--- src/verilog/fault_timing_cfg.svh ---
// constants for the port fault timing block
`ifndef FAULT_TIMING_CFG_SVH
`define FAULT_TIMING_CFG_SVH
`define CLK_HZ 10000000
`define MS_PER_S 1000
`define COOL_S 1
`define LIM_T0_MS 60
`define LIM_T1_MS 15
`define LIM_T2_MS 12
`define LIM_T3_MS 10
`define START_T0_MS 60
`define START_T1_MS 30
`define START_T2_MS 120
`define START_T3_MS 200
`define OVLD_T0_MS 60
`define OVLD_T1_MS 30
`define OVLD_T2_MS 120
`define OVLD_T3_MS 240
`define CNT_W 24
`define CNT_ONE 24'h000001
`define CNT_ZERO 24'h000000
`define PRE_ONE 4'h1
`define DEC_PRE_MAX 4'hf
`define IDX_W 8
`define IDX_LSB 2
`define IDX_NONE 8'hff
`define REG_TIMING_IDX 8'h16
`define REG_CTL_IDX 8'h20
`define REG_CMD_IDX 8'h21
`define REG_STAT_IDX 8'h22
`define REG_IRQ_ST_IDX 8'h23
`define REG_IRQ_MSK_IDX 8'h24
`define TIMING_RST 8'h00
`define LIM_FLD 7:6
`define START_FLD 5:4
`define OVLD_FLD 3:2
`define DISC_FLD 1:0
`define RS_LIM 0
`define RS_START 1
`define RS_OVLD 2
`define MODE_W 2
`define DETEN_LSB 8
`define CLSEN_LSB 12
`define CMD_ON_LSB 0
`define CMD_OFF_LSB 4
`define CMD_RST_LSB 8
`define ST_PWR_LSB 0
`define ST_COOL_LSB 4
`define ST_START_LSB 8
`define EV_LIM_LSB 0
`define EV_OVLD_LSB 4
`define EV_START_LSB 8
`define PIN_LIM_LSB 0
`define PIN_OVLD_LSB 4
`define PIN_DC_LSB 8
`define PIN_FAST 12
`define PIN_W 13
`define RESP_OKAY 2'b00
`define RESP_SLVERR 2'b10
`endif

--- src/verilog/fault_timing_pkg.sv ---
// types and helpers shared by the fault timing block
`include "fault_timing_cfg.svh"
package fault_timing_pkg;
  typedef logic [`CNT_W-1:0] cyc_t;
  typedef enum logic [1:0] {MODE_OFF, MODE_MANUAL, MODE_SEMI, MODE_AUTO}
    mode_e;
  typedef enum logic [1:0] {CH_OFF, CH_START, CH_ON} chan_e;
  typedef struct packed {
    chan_e st;
    logic pwr;
    logic cool;
    logic det_go;
    logic [3:0] pre;
    cyc_t start_cnt;
    cyc_t lim_cnt;
    cyc_t ovld_cnt;
    cyc_t cool_cnt;
  } chan_s;
  function automatic cyc_t ms2cyc(input int ms);
    return cyc_t'(ms * (`CLK_HZ / `MS_PER_S));
  endfunction
endpackage

--- src/verilog/reg_if.sv ---
// register access path between the bus slave and the timing logic
`timescale 1ns/10ps
`include "fault_timing_cfg.svh"
interface reg_if;
  logic wr_en;
  logic [`IDX_W-1:0] wr_idx;
  logic [31:0] wr_data;
  logic [3:0] wr_strb;
  logic wr_hit;
  logic rd_en;
  logic [`IDX_W-1:0] rd_idx;
  logic [31:0] rd_data;
  logic rd_hit;
  modport slave (output wr_en, wr_idx, wr_data, wr_strb, rd_en, rd_idx,
                 input wr_hit, rd_data, rd_hit);
  modport regs (input wr_en, wr_idx, wr_data, wr_strb, rd_en, rd_idx,
                output wr_hit, rd_data, rd_hit);
endinterface

--- src/verilog/axil_slave.sv ---
// axi4-lite slave front end feeding the register path
`timescale 1ns/10ps
`include "fault_timing_cfg.svh"
module axil_slave #(
  parameter int ADDR_W = 12
) (
  input wire logic aclk,
  input wire logic aresetn,
  input wire logic awvalid,
  output logic awready,
  input wire logic [ADDR_W-1:0] awaddr,
  input wire logic wvalid,
  output logic wready,
  input wire logic [31:0] wdata,
  input wire logic [3:0] wstrb,
  output logic bvalid,
  input wire logic bready,
  output logic [1:0] bresp,
  input wire logic arvalid,
  output logic arready,
  input wire logic [ADDR_W-1:0] araddr,
  output logic rvalid,
  input wire logic rready,
  output logic [31:0] rdata,
  output logic [1:0] rresp,
  reg_if.slave rif
);
  import fault_timing_pkg::*;

  typedef struct packed {
    logic awready;
    logic wready;
    logic arready;
    logic aw_got;
    logic w_got;
    logic bvalid;
    logic rvalid;
    logic [ADDR_W-1:0] awaddr;
    logic [31:0] wdata;
    logic [3:0] wstrb;
    logic [1:0] bresp;
    logic [31:0] rdata;
    logic [1:0] rresp;
  } slv_s;

  slv_s s_q, s_d;

  // out-of-range upper bits map to no register
  function automatic logic [`IDX_W-1:0] idx_of(input logic [ADDR_W-1:0] a);
    if (|(a >> (`IDX_W + `IDX_LSB)))
      return `IDX_NONE;
    return a[`IDX_LSB +: `IDX_W];
  endfunction

  assign rif.wr_en = s_q.aw_got && s_q.w_got && !s_q.bvalid;
  assign rif.wr_idx = idx_of(s_q.awaddr);
  assign rif.wr_data = s_q.wdata;
  assign rif.wr_strb = s_q.wstrb;
  assign rif.rd_en = arvalid && s_q.arready;
  assign rif.rd_idx = idx_of(araddr);

  always_comb begin
    s_d = s_q;
    if (awvalid && s_q.awready) begin
      s_d.aw_got = 1'b1;
      s_d.awaddr = awaddr;
    end
    if (wvalid && s_q.wready) begin
      s_d.w_got = 1'b1;
      s_d.wdata = wdata;
      s_d.wstrb = wstrb;
    end
    if (s_q.bvalid && bready)
      s_d.bvalid = 1'b0;
    if (rif.wr_en) begin
      s_d.aw_got = 1'b0;
      s_d.w_got = 1'b0;
      s_d.bvalid = 1'b1;
      s_d.bresp = rif.wr_hit ? `RESP_OKAY : `RESP_SLVERR;
    end
    if (s_q.rvalid && rready)
      s_d.rvalid = 1'b0;
    if (rif.rd_en) begin
      s_d.rvalid = 1'b1;
      s_d.rdata = rif.rd_hit ? rif.rd_data : 32'h00000000;
      s_d.rresp = rif.rd_hit ? `RESP_OKAY : `RESP_SLVERR;
    end
    // one write and one read in flight; readies drop until answered
    s_d.awready = !s_d.aw_got && !s_d.bvalid;
    s_d.wready = !s_d.w_got && !s_d.bvalid;
    s_d.arready = !s_d.rvalid;
  end

  always_ff @(posedge aclk) begin
    if (!aresetn)
      s_q <= '0;
    else
      s_q <= s_d;
  end

  assign awready = s_q.awready;
  assign wready = s_q.wready;
  assign arready = s_q.arready;
  assign bvalid = s_q.bvalid;
  assign bresp = s_q.bresp;
  assign rvalid = s_q.rvalid;
  assign rdata = s_q.rdata;
  assign rresp = s_q.rresp;
endmodule

--- src/verilog/port_fault_timing_config.sv ---
// fault timing register and per-channel fault, start and cool-down timers
//
// Implementation choice: the AXI4-Lite slave port.
`timescale 1ns/10ps
`include "fault_timing_cfg.svh"
module port_fault_timing_config #(
  parameter int ADDR_W = 12,
  parameter fault_timing_pkg::cyc_t COOL_CYC =
    fault_timing_pkg::cyc_t'(`COOL_S * `CLK_HZ),
  parameter logic [3:0][`CNT_W-1:0] LIM_CYC = {
    fault_timing_pkg::ms2cyc(`LIM_T3_MS),
    fault_timing_pkg::ms2cyc(`LIM_T2_MS),
    fault_timing_pkg::ms2cyc(`LIM_T1_MS),
    fault_timing_pkg::ms2cyc(`LIM_T0_MS)},
  parameter logic [3:0][`CNT_W-1:0] START_CYC = {
    fault_timing_pkg::ms2cyc(`START_T3_MS),
    fault_timing_pkg::ms2cyc(`START_T2_MS),
    fault_timing_pkg::ms2cyc(`START_T1_MS),
    fault_timing_pkg::ms2cyc(`START_T0_MS)},
  parameter logic [3:0][`CNT_W-1:0] OVLD_CYC = {
    fault_timing_pkg::ms2cyc(`OVLD_T3_MS),
    fault_timing_pkg::ms2cyc(`OVLD_T2_MS),
    fault_timing_pkg::ms2cyc(`OVLD_T1_MS),
    fault_timing_pkg::ms2cyc(`OVLD_T0_MS)}
) (
  input wire logic aclk,
  input wire logic aresetn,
  input wire logic awvalid,
  output logic awready,
  input wire logic [ADDR_W-1:0] awaddr,
  input wire logic wvalid,
  output logic wready,
  input wire logic [31:0] wdata,
  input wire logic [3:0] wstrb,
  output logic bvalid,
  input wire logic bready,
  output logic [1:0] bresp,
  input wire logic arvalid,
  output logic arready,
  input wire logic [ADDR_W-1:0] araddr,
  output logic rvalid,
  input wire logic rready,
  output logic [31:0] rdata,
  output logic [1:0] rresp,
  input wire logic [3:0] cur_at_limit,
  input wire logic [3:0] cur_over_ovld,
  input wire logic [3:0] dc_disconnect,
  input wire logic fast_shutdown_input,
  output logic [3:0] port_power_en,
  output logic [3:0] detect_start,
  output logic irq
);
  import fault_timing_pkg::*;

  // ----------------------------------------
  // state
  // ----------------------------------------
  typedef struct packed {
    logic [`PIN_W-1:0] s1;
    logic [`PIN_W-1:0] s2;
    logic [7:0] timing;
    logic [15:0] ctl;
    logic [11:0] cmd;
    logic [2:0] restart;
    logic [11:0] irq_st;
    logic [11:0] irq_mask;
    logic irq;
    chan_s [3:0] ch;
  } top_s;

  top_s s_q, s_d;
  reg_if rif ();

  function automatic logic [15:0] wmerge(input logic [15:0] old,
                                         input logic [31:0] d,
                                         input logic [3:0] b);
    logic [15:0] r;
    r = old;
    if (b[0])
      r[7:0] = d[7:0];
    if (b[1])
      r[15:8] = d[15:8];
    return r;
  endfunction

  function automatic logic mapped(input logic [`IDX_W-1:0] idx);
    return idx == `REG_TIMING_IDX || idx == `REG_CTL_IDX ||
           idx == `REG_CMD_IDX || idx == `REG_STAT_IDX ||
           idx == `REG_IRQ_ST_IDX || idx == `REG_IRQ_MSK_IDX;
  endfunction

  axil_slave #(
    .ADDR_W(ADDR_W)
  ) u_slave (
    .aclk(aclk),
    .aresetn(aresetn),
    .awvalid(awvalid),
    .awready(awready),
    .awaddr(awaddr),
    .wvalid(wvalid),
    .wready(wready),
    .wdata(wdata),
    .wstrb(wstrb),
    .bvalid(bvalid),
    .bready(bready),
    .bresp(bresp),
    .arvalid(arvalid),
    .arready(arready),
    .araddr(araddr),
    .rvalid(rvalid),
    .rready(rready),
    .rdata(rdata),
    .rresp(rresp),
    .rif(rif.slave)
  );

  // ----------------------------------------
  // timeouts from the shared fields
  // ----------------------------------------
  cyc_t lim_tmo, start_tmo, ovld_tmo;
  assign lim_tmo = LIM_CYC[s_q.timing[`LIM_FLD]];
  assign start_tmo = START_CYC[s_q.timing[`START_FLD]];
  assign ovld_tmo = OVLD_CYC[s_q.timing[`OVLD_FLD]];

  // ----------------------------------------
  // read path
  // ----------------------------------------
  logic [11:0] stat;
  always_comb begin
    stat = '0;
    for (int i = 0; i < 4; i++) begin
      stat[`ST_PWR_LSB + i] = s_q.ch[i].pwr;
      stat[`ST_COOL_LSB + i] = s_q.ch[i].cool;
      stat[`ST_START_LSB + i] = s_q.ch[i].st == CH_START;
    end
  end

  assign rif.wr_hit = mapped(rif.wr_idx);
  assign rif.rd_hit = mapped(rif.rd_idx);

  always_comb begin
    case (rif.rd_idx)
      `REG_TIMING_IDX: rif.rd_data = {24'h000000, s_q.timing};
      `REG_CTL_IDX: rif.rd_data = {16'h0000, s_q.ctl};
      `REG_STAT_IDX: rif.rd_data = {20'h00000, stat};
      `REG_IRQ_ST_IDX: rif.rd_data = {20'h00000, s_q.irq_st};
      `REG_IRQ_MSK_IDX: rif.rd_data = {20'h00000, s_q.irq_mask};
      default: rif.rd_data = 32'h00000000;
    endcase
  end

  // ----------------------------------------
  // next state
  // ----------------------------------------
  always_comb begin
    logic [15:0] w16;
    logic [11:0] clr;
    logic [11:0] ev;
    chan_s c;
    mode_e md;
    mode_e md_new;
    logic at_lim, over, dec, off_now, trip;
    s_d = s_q;
    w16 = '0;
    clr = '0;
    ev = '0;
    c = s_q.ch[0];
    md = MODE_OFF;
    md_new = MODE_OFF;
    at_lim = 1'b0;
    over = 1'b0;
    dec = 1'b0;
    off_now = 1'b0;
    trip = 1'b0;
    // pins are asynchronous to aclk
    s_d.s1 = {fast_shutdown_input, dc_disconnect, cur_over_ovld,
              cur_at_limit};
    s_d.s2 = s_q.s1;
    s_d.cmd = '0;
    s_d.restart = '0;

    if (rif.wr_en) begin
      case (rif.wr_idx)
        `REG_TIMING_IDX: begin
          w16 = wmerge({8'h00, s_q.timing}, rif.wr_data, rif.wr_strb);
          s_d.timing = w16[7:0];
          // a changed field restarts the running timer
          s_d.restart[`RS_LIM] = w16[`LIM_FLD] != s_q.timing[`LIM_FLD];
          s_d.restart[`RS_START] =
            w16[`START_FLD] != s_q.timing[`START_FLD];
          s_d.restart[`RS_OVLD] = w16[`OVLD_FLD] != s_q.timing[`OVLD_FLD];
        end
        `REG_CTL_IDX: begin
          s_d.ctl = wmerge(s_q.ctl, rif.wr_data, rif.wr_strb);
        end
        `REG_CMD_IDX: begin
          w16 = wmerge(16'h0000, rif.wr_data, rif.wr_strb);
          s_d.cmd = w16[11:0];
        end
        `REG_IRQ_ST_IDX: begin
          w16 = wmerge(16'h0000, rif.wr_data, rif.wr_strb);
          clr = w16[11:0];
        end
        `REG_IRQ_MSK_IDX: begin
          w16 = wmerge({4'h0, s_q.irq_mask}, rif.wr_data, rif.wr_strb);
          s_d.irq_mask = w16[11:0];
        end
        default: begin
        end
      endcase
    end

    for (int i = 0; i < 4; i++) begin
      c = s_q.ch[i];
      md = mode_e'(s_q.ctl[`MODE_W * i +: `MODE_W]);
      at_lim = s_q.s2[`PIN_LIM_LSB + i];
      over = s_q.s2[`PIN_OVLD_LSB + i];
      off_now = s_q.cmd[`CMD_OFF_LSB + i] || s_q.cmd[`CMD_RST_LSB + i] ||
                s_q.s2[`PIN_DC_LSB + i] || s_q.s2[`PIN_FAST] ||
                md == MODE_OFF;
      trip = 1'b0;
      c.det_go = 1'b0;
      // free-running divider sets the slow decrement rate
      c.pre = s_q.ch[i].pre + `PRE_ONE;
      dec = s_q.ch[i].pre == `DEC_PRE_MAX;

      if (c.cool) begin
        if (c.cool_cnt >= COOL_CYC - `CNT_ONE) begin
          c.cool = 1'b0;
          c.cool_cnt = `CNT_ZERO;
          c.det_go = md == MODE_SEMI && s_q.ctl[`DETEN_LSB + i] &&
                     s_q.ctl[`CLSEN_LSB + i];
        end else begin
          c.cool_cnt = c.cool_cnt + `CNT_ONE;
        end
      end
      // only a reset command or entering off or manual cancels; staying in manual keeps
      // the cool-down, else turn-on refusal would be void there
      md_new = mode_e'(s_d.ctl[`MODE_W * i +: `MODE_W]);
      if (s_q.cmd[`CMD_RST_LSB + i] || (md_new != md &&
          (md_new == MODE_OFF || md_new == MODE_MANUAL))) begin
        c.cool = 1'b0;
        c.cool_cnt = `CNT_ZERO;
        c.det_go = 1'b0;
      end

      unique case (c.st)
        CH_OFF: begin
          // no turn-on while cooling down
          if (s_q.cmd[`CMD_ON_LSB + i] && !c.cool && md != MODE_OFF) begin
            c.st = CH_START;
            c.pwr = 1'b1;
            c.start_cnt = `CNT_ZERO;
          end
        end
        CH_START: begin
          if (s_q.restart[`RS_START]) begin
            c.start_cnt = `CNT_ZERO;
          end else if (c.start_cnt >= start_tmo - `CNT_ONE) begin
            if (at_lim) begin
              trip = 1'b1;
              ev[`EV_START_LSB + i] = 1'b1;
            end else begin
              c.st = CH_ON;
            end
          end else begin
            c.start_cnt = c.start_cnt + `CNT_ONE;
          end
        end
        CH_ON: begin
          if (s_q.restart[`RS_LIM]) begin
            c.lim_cnt = `CNT_ZERO;
          end else if (at_lim) begin
            if (c.lim_cnt + `CNT_ONE >= lim_tmo) begin
              trip = 1'b1;
              ev[`EV_LIM_LSB + i] = 1'b1;
            end else begin
              c.lim_cnt = c.lim_cnt + `CNT_ONE;
            end
          end else if (dec && c.lim_cnt != `CNT_ZERO) begin
            c.lim_cnt = c.lim_cnt - `CNT_ONE;
          end
          if (s_q.restart[`RS_OVLD]) begin
            c.ovld_cnt = `CNT_ZERO;
          end else if (over) begin
            if (c.ovld_cnt + `CNT_ONE >= ovld_tmo) begin
              trip = 1'b1;
              ev[`EV_OVLD_LSB + i] = 1'b1;
            end else begin
              c.ovld_cnt = c.ovld_cnt + `CNT_ONE;
            end
          end else if (dec && c.ovld_cnt != `CNT_ZERO) begin
            c.ovld_cnt = c.ovld_cnt - `CNT_ONE;
          end
        end
        default: begin
          c.st = CH_OFF;
          c.pwr = 1'b0;
        end
      endcase

      if (trip) begin
        c.st = CH_OFF;
        c.pwr = 1'b0;
        c.cool = 1'b1;
        c.cool_cnt = `CNT_ZERO;
        c.start_cnt = `CNT_ZERO;
        c.lim_cnt = `CNT_ZERO;
        c.ovld_cnt = `CNT_ZERO;
      end
      // fast shutdown leaves a running cool-down alone
      if (off_now) begin
        c.st = CH_OFF;
        c.pwr = 1'b0;
        c.start_cnt = `CNT_ZERO;
        c.lim_cnt = `CNT_ZERO;
        c.ovld_cnt = `CNT_ZERO;
      end
      s_d.ch[i] = c;
    end

    // a new event wins over a clear in the same cycle
    s_d.irq_st = (s_q.irq_st & ~clr) | ev;
    s_d.irq = |(s_d.irq_st & s_d.irq_mask);
  end

  always_ff @(posedge aclk) begin
    if (!aresetn)
      s_q <= '0;
    else
      s_q <= s_d;
  end

  // ----------------------------------------
  // outputs
  // ----------------------------------------
  for (genvar g = 0; g < 4; g++) begin : g_out
    assign port_power_en[g] = s_q.ch[g].pwr;
    assign detect_start[g] = s_q.ch[g].det_go;
  end
  assign irq = s_q.irq;
endmodule

--- config.mk ---
export PLATFORM = sky130hd
export DESIGN_NAME = port_fault_timing_config
export DESIGN_NICKNAME = d
export VERILOG_FILES = /design/src/verilog/fault_timing_pkg.sv /design/src/verilog/reg_if.sv /design/src/verilog/axil_slave.sv /design/src/verilog/port_fault_timing_config.sv
export VERILOG_INCLUDE_DIRS = /design/src /design/src/verilog
export SDC_FILE = /design/constraint.sdc
export NUM_CORES = 2
export LEC_CHECK = 0
export ABC_AREA = 1
export BUFFER_PORTS_ARGS = -buffer_cell sky130_fd_sc_hd__buf_2
export CORE_MARGIN = 1.5
export CORE_UTILIZATION = 50
export CTS_CLUSTER_DIAMETER = 120
export DETAILED_ROUTE_END_ITERATION = 16
export PLACE_DENSITY = 0.64
export RECOVER_POWER = 25
export SLEW_MARGIN = 25
export SYNTH_ARGS = -nofsm -noshare
export SYNTH_HDL_FRONTEND = slang
export SYNTH_HIERARCHICAL = 1
export SYNTH_SLANG_ARGS = --single-unit
--- constraint.sdc ---
create_clock -name aclk -period 3.8 [get_ports aclk]
set_clock_uncertainty 0.1 [all_clocks]
set_input_delay 0.57 -clock aclk [delete_from_list [all_inputs] [get_ports aclk]]
set_output_delay 0.57 -clock aclk [all_outputs]
set_load 0.005 [all_outputs]
==> qor.csv <==
stage,metric,value,unit
global_route,grt total ovfl,0,
placement,Placer Congestion,0.941,
worst_hold_path,worst hold start,cur_over_ovld[0],
critical_path,Required @ worst endpoint,4.26,ns
global_route,antenna violations before repair,8,
critical_path,R2R depth,23,
cells_and_area,fillers,8053,
floorplanning,die width,290,um
pwr,Sw Ratio,23.9,%
yosys,gate count after technology mapping,6318,
route,vias,41400,
timing,"Hold Violations, Final",0,
global_route,largest net degree at the start of global routing,46,
timing,post-route minimum period,3.61,ns
cells_and_area,Synth-to-Final Area Change,14.7,%
floorplanning,I/O Pins,130,
pwr,Max VDD drop,317,uV
timing,fin crit share,94.9,%
critical_path,CP Class,register to register,
timing,Worst-Margin Slew,2.12,ns
route,drt initial violations,2811,
cells_and_area,Sequential Area,11600,sq um
clock_tree,"Clk pin slew, worst setup/hold paths",0.06,ns
yosys,Syn Area/Cell,6.54,sq um
placement,IO buf count,105,
critical_path,worst reg2reg startpoint,s_q[28]$_SDFFE_PP0P_,
clock_tree,clk sinks,579,
pwr,Leak,20.2,nW
route,DR DRC count,0,
clock_tree,TritonCTS clock tree,done,
cells_and_area,nets@finish,6822,
clock_tree,number of H-tree levels,3,
outcome,failing checks,"capacitance limit, slew limit",
pwr,clock power share,52.2,%
clock_tree,clk_lat worst skew,0.65,ns
clock_tree,root buffer cell,clkbuf_16,
floorplanning,Die Area,84400,sq um
floorplanning,Rows,105,
yosys,Synth Warn #,6,
pwr,Sequential Power Share,44.2,%
critical_path,CP Max Fanout,15,
job,max_cap viols,2,
cells_and_area,multi-input logic area,25800,sq um
route,Routed Antenna Nets,0,
critical_path,Reg-to-Reg End,s_q[68]$_SDFFE_PP0P_,
timing,Final Setup Violations,0,
critical_path,Crit. End Element,register,
floorplanning,Die Y,290,um
pwr,P_sw,3.35,mW
worst_hold_path,hold path cells,3,
clock_tree,total CTS buffers,73,
outcome,status,finished with violations,
timing,setup_tns,0,ns
global_route,vias in the first global route,38100,
critical_path,CP Launch Type,register,
pwr,Comb pwr share,3.6,%
global_route,global-route wire length before repair,200000,um
cells_and_area,fin util,57.8,%
floorplanning,core area,82000,sq um
timing,Max Clk Rate,277,MHz
critical_path,Arrival @ worst endpoint,4.07,ns
cells_and_area,layout cells sized above 1,12.3,%
worst_hold_path,WHS Endpoint,s_d[488]$_SDFF_PN0_,
critical_path,reg2reg setup slack,0.19,ns
route,DRT Wirelength,126000,um
timing,Pins Over Slew Limit,84,
pwr,pwr/cell area,296,nW/um^2
placement,DP HPWL,93200,um
route,Vias/cell,5.42,
timing,Max-slew headroom,-41.0,%
yosys,Netlist Area Pre-Place,41300,sq um
global_route,all-layer global routing usage,28.7,%
clock_tree,Clock Path Buffers,3,
route,DR WL/cell,16.5,um
worst_hold_path,type of the worst min-delay path,primary input to register,
pwr,internal power,10.7,mW
route,1st-pass router iterations,6,
floorplanning,initial core utilization,50.4,%
## through the flow
stage	total power, mW	setup WS [ns]	cells	area (sq um)	hold WS, ns
CTS	14.2	0.00459	7602	46400	0.00326
detailed placement	6.82	-0.00464	7463	43800	0.303
finish	14.0	0.195	7642	47400	0.0333
floorplan	6.69	0.462	6334	41400	0.290
global route	14.5	-0.0745	7642	47400	0.0251
global placement	6.82	0.00583	7463	43800	0.292
## routing by layer
metal | GRT usage [%] | vias up | routed length, um
met5 | 0 | - | 7
met4 | 10.6 | 2 | 4350
met3 | 3.61 | 246 | 7420
met2 | 48.1 | 1176 | 58300
met1 | 37.8 | 19000 | 56400
li1 | - | 20900 | -
## area by class of cell
| class | instances | area share, % |
|---|---|---|
| diodes | 7 | 0.0369 |
| clock buffers | 108 | 4.53 |
| clock inverters | 26 | 0.802 |
| inverters | 737 | 5.86 |
| multi-input cells | 4689 | 54.5 |
| flip-flops and latches | 579 | 24.5 |
| well taps | 1070 | 2.82 |
| repair buffers | 426 | 6.91 |
## worst max-delay path by stage
stage / slack, ns / from / cells after the start / end
floorplan: 0.46 / s_q[235]$_SDFFE_PP0P_ / 22 / s_q[243]$_SDFFE_PP0P_
global placement: 0.006 / s_q[130]$_SDFFE_PP0P_ / 20 / s_q[128]$_SDFFE_PP0P_
global route: -0.07 / s_q[29]$_SDFFE_PP0P_ / 24 / s_q[3]$_SDFFE_PP0P_
finish: 0.19 / s_q[28]$_SDFFE_PP0P_ / 23 / s_q[68]$_SDFFE_PP0P_
CTS: 0.005 / s_q[235]$_SDFFE_PP0P_ / 21 / s_q[278]$_SDFFE_PP0P_
detailed placement: -0.005 / s_q[130]$_SDFFE_PP0P_ / 23 / s_q[128]$_SDFFE_PP0P_
## critical path, stage by stage, from the launching register on
cell and delay (ns):
dfxtp_1 0.33, nand2_1 0.09, buf_4 0.15, nor2_1 0.12, nand3_2 0.12, nor2_4 0.14
nand3_1 0.17, nor3_2 0.19, xor2_1 0.19, inv_1 0.09, ha_1 0.30, nand2_1 0.08
inv_1 0.04, nand4_1 0.12, nor2_1 0.06, nor2_1 0.11, nand2_1 0.10, nand3_1 0.09
buf_6 0.14, nand3_4 0.09, nand2_4 0.13, nand2_8 0.13, clkbuf_16 0.25, a211oi_2 0.15
## timing repair
item | 4_1_cts | 5_1_grt
hold buffers | 3 | 0
pin swaps | 2 | 43
setup endpoints to repair | 42 | 399
endpoints found under the hold margin | 3 | 0
buffers inserted | 2 | 25
resized for setup | 5 | 150
gates cloned | 0 | 8
## state kept, by name, indices dropped and copies added (netlist names), 2 cells and up
signal               flops
port_power_en            4
detect_start             4
u_slave/rif.wr_data     16
u_slave/rdata           32
u_slave/s_q             12
u_slave/rif.wr_strb      2
s_d                     13
s_q                    488
## cell usage in the layout, fill, tap and decap left out, drive strengths merged, types with 4 or more instances in the layout
master   instances
a21oi          383
nor4            73
bufinv           6
ha             236
o21a             8
xnor2           41
a32o             9
nand3          315
nand4          134
o22ai          107
or2              7
diode            7
o211ai          30
dfxtp          579
a221oi           8
xor2           302
buf            384
nand3b          11
clkinv          29
a31oi            7
o2111ai         25
o21ai          250
nand2         1561
o32ai            5
inv            726
clkbuf         147
and3             7
a22oi            4
conb            18
nor2           825
nor3           257
a211oi          17
nor3b           16
o221ai           6
## power by group through the flow
stage	combinational, mW	sequential, mW	clock, mW
after floorplan	0.381	6.31	0
after CTS	0.490	6.21	7.48
after global placement	0.482	6.34	0
final	0.499	6.21	7.33
after detailed placement	0.485	6.34	0
after global routing	0.561	6.21	7.72
(Power assumes the default switching activity.)
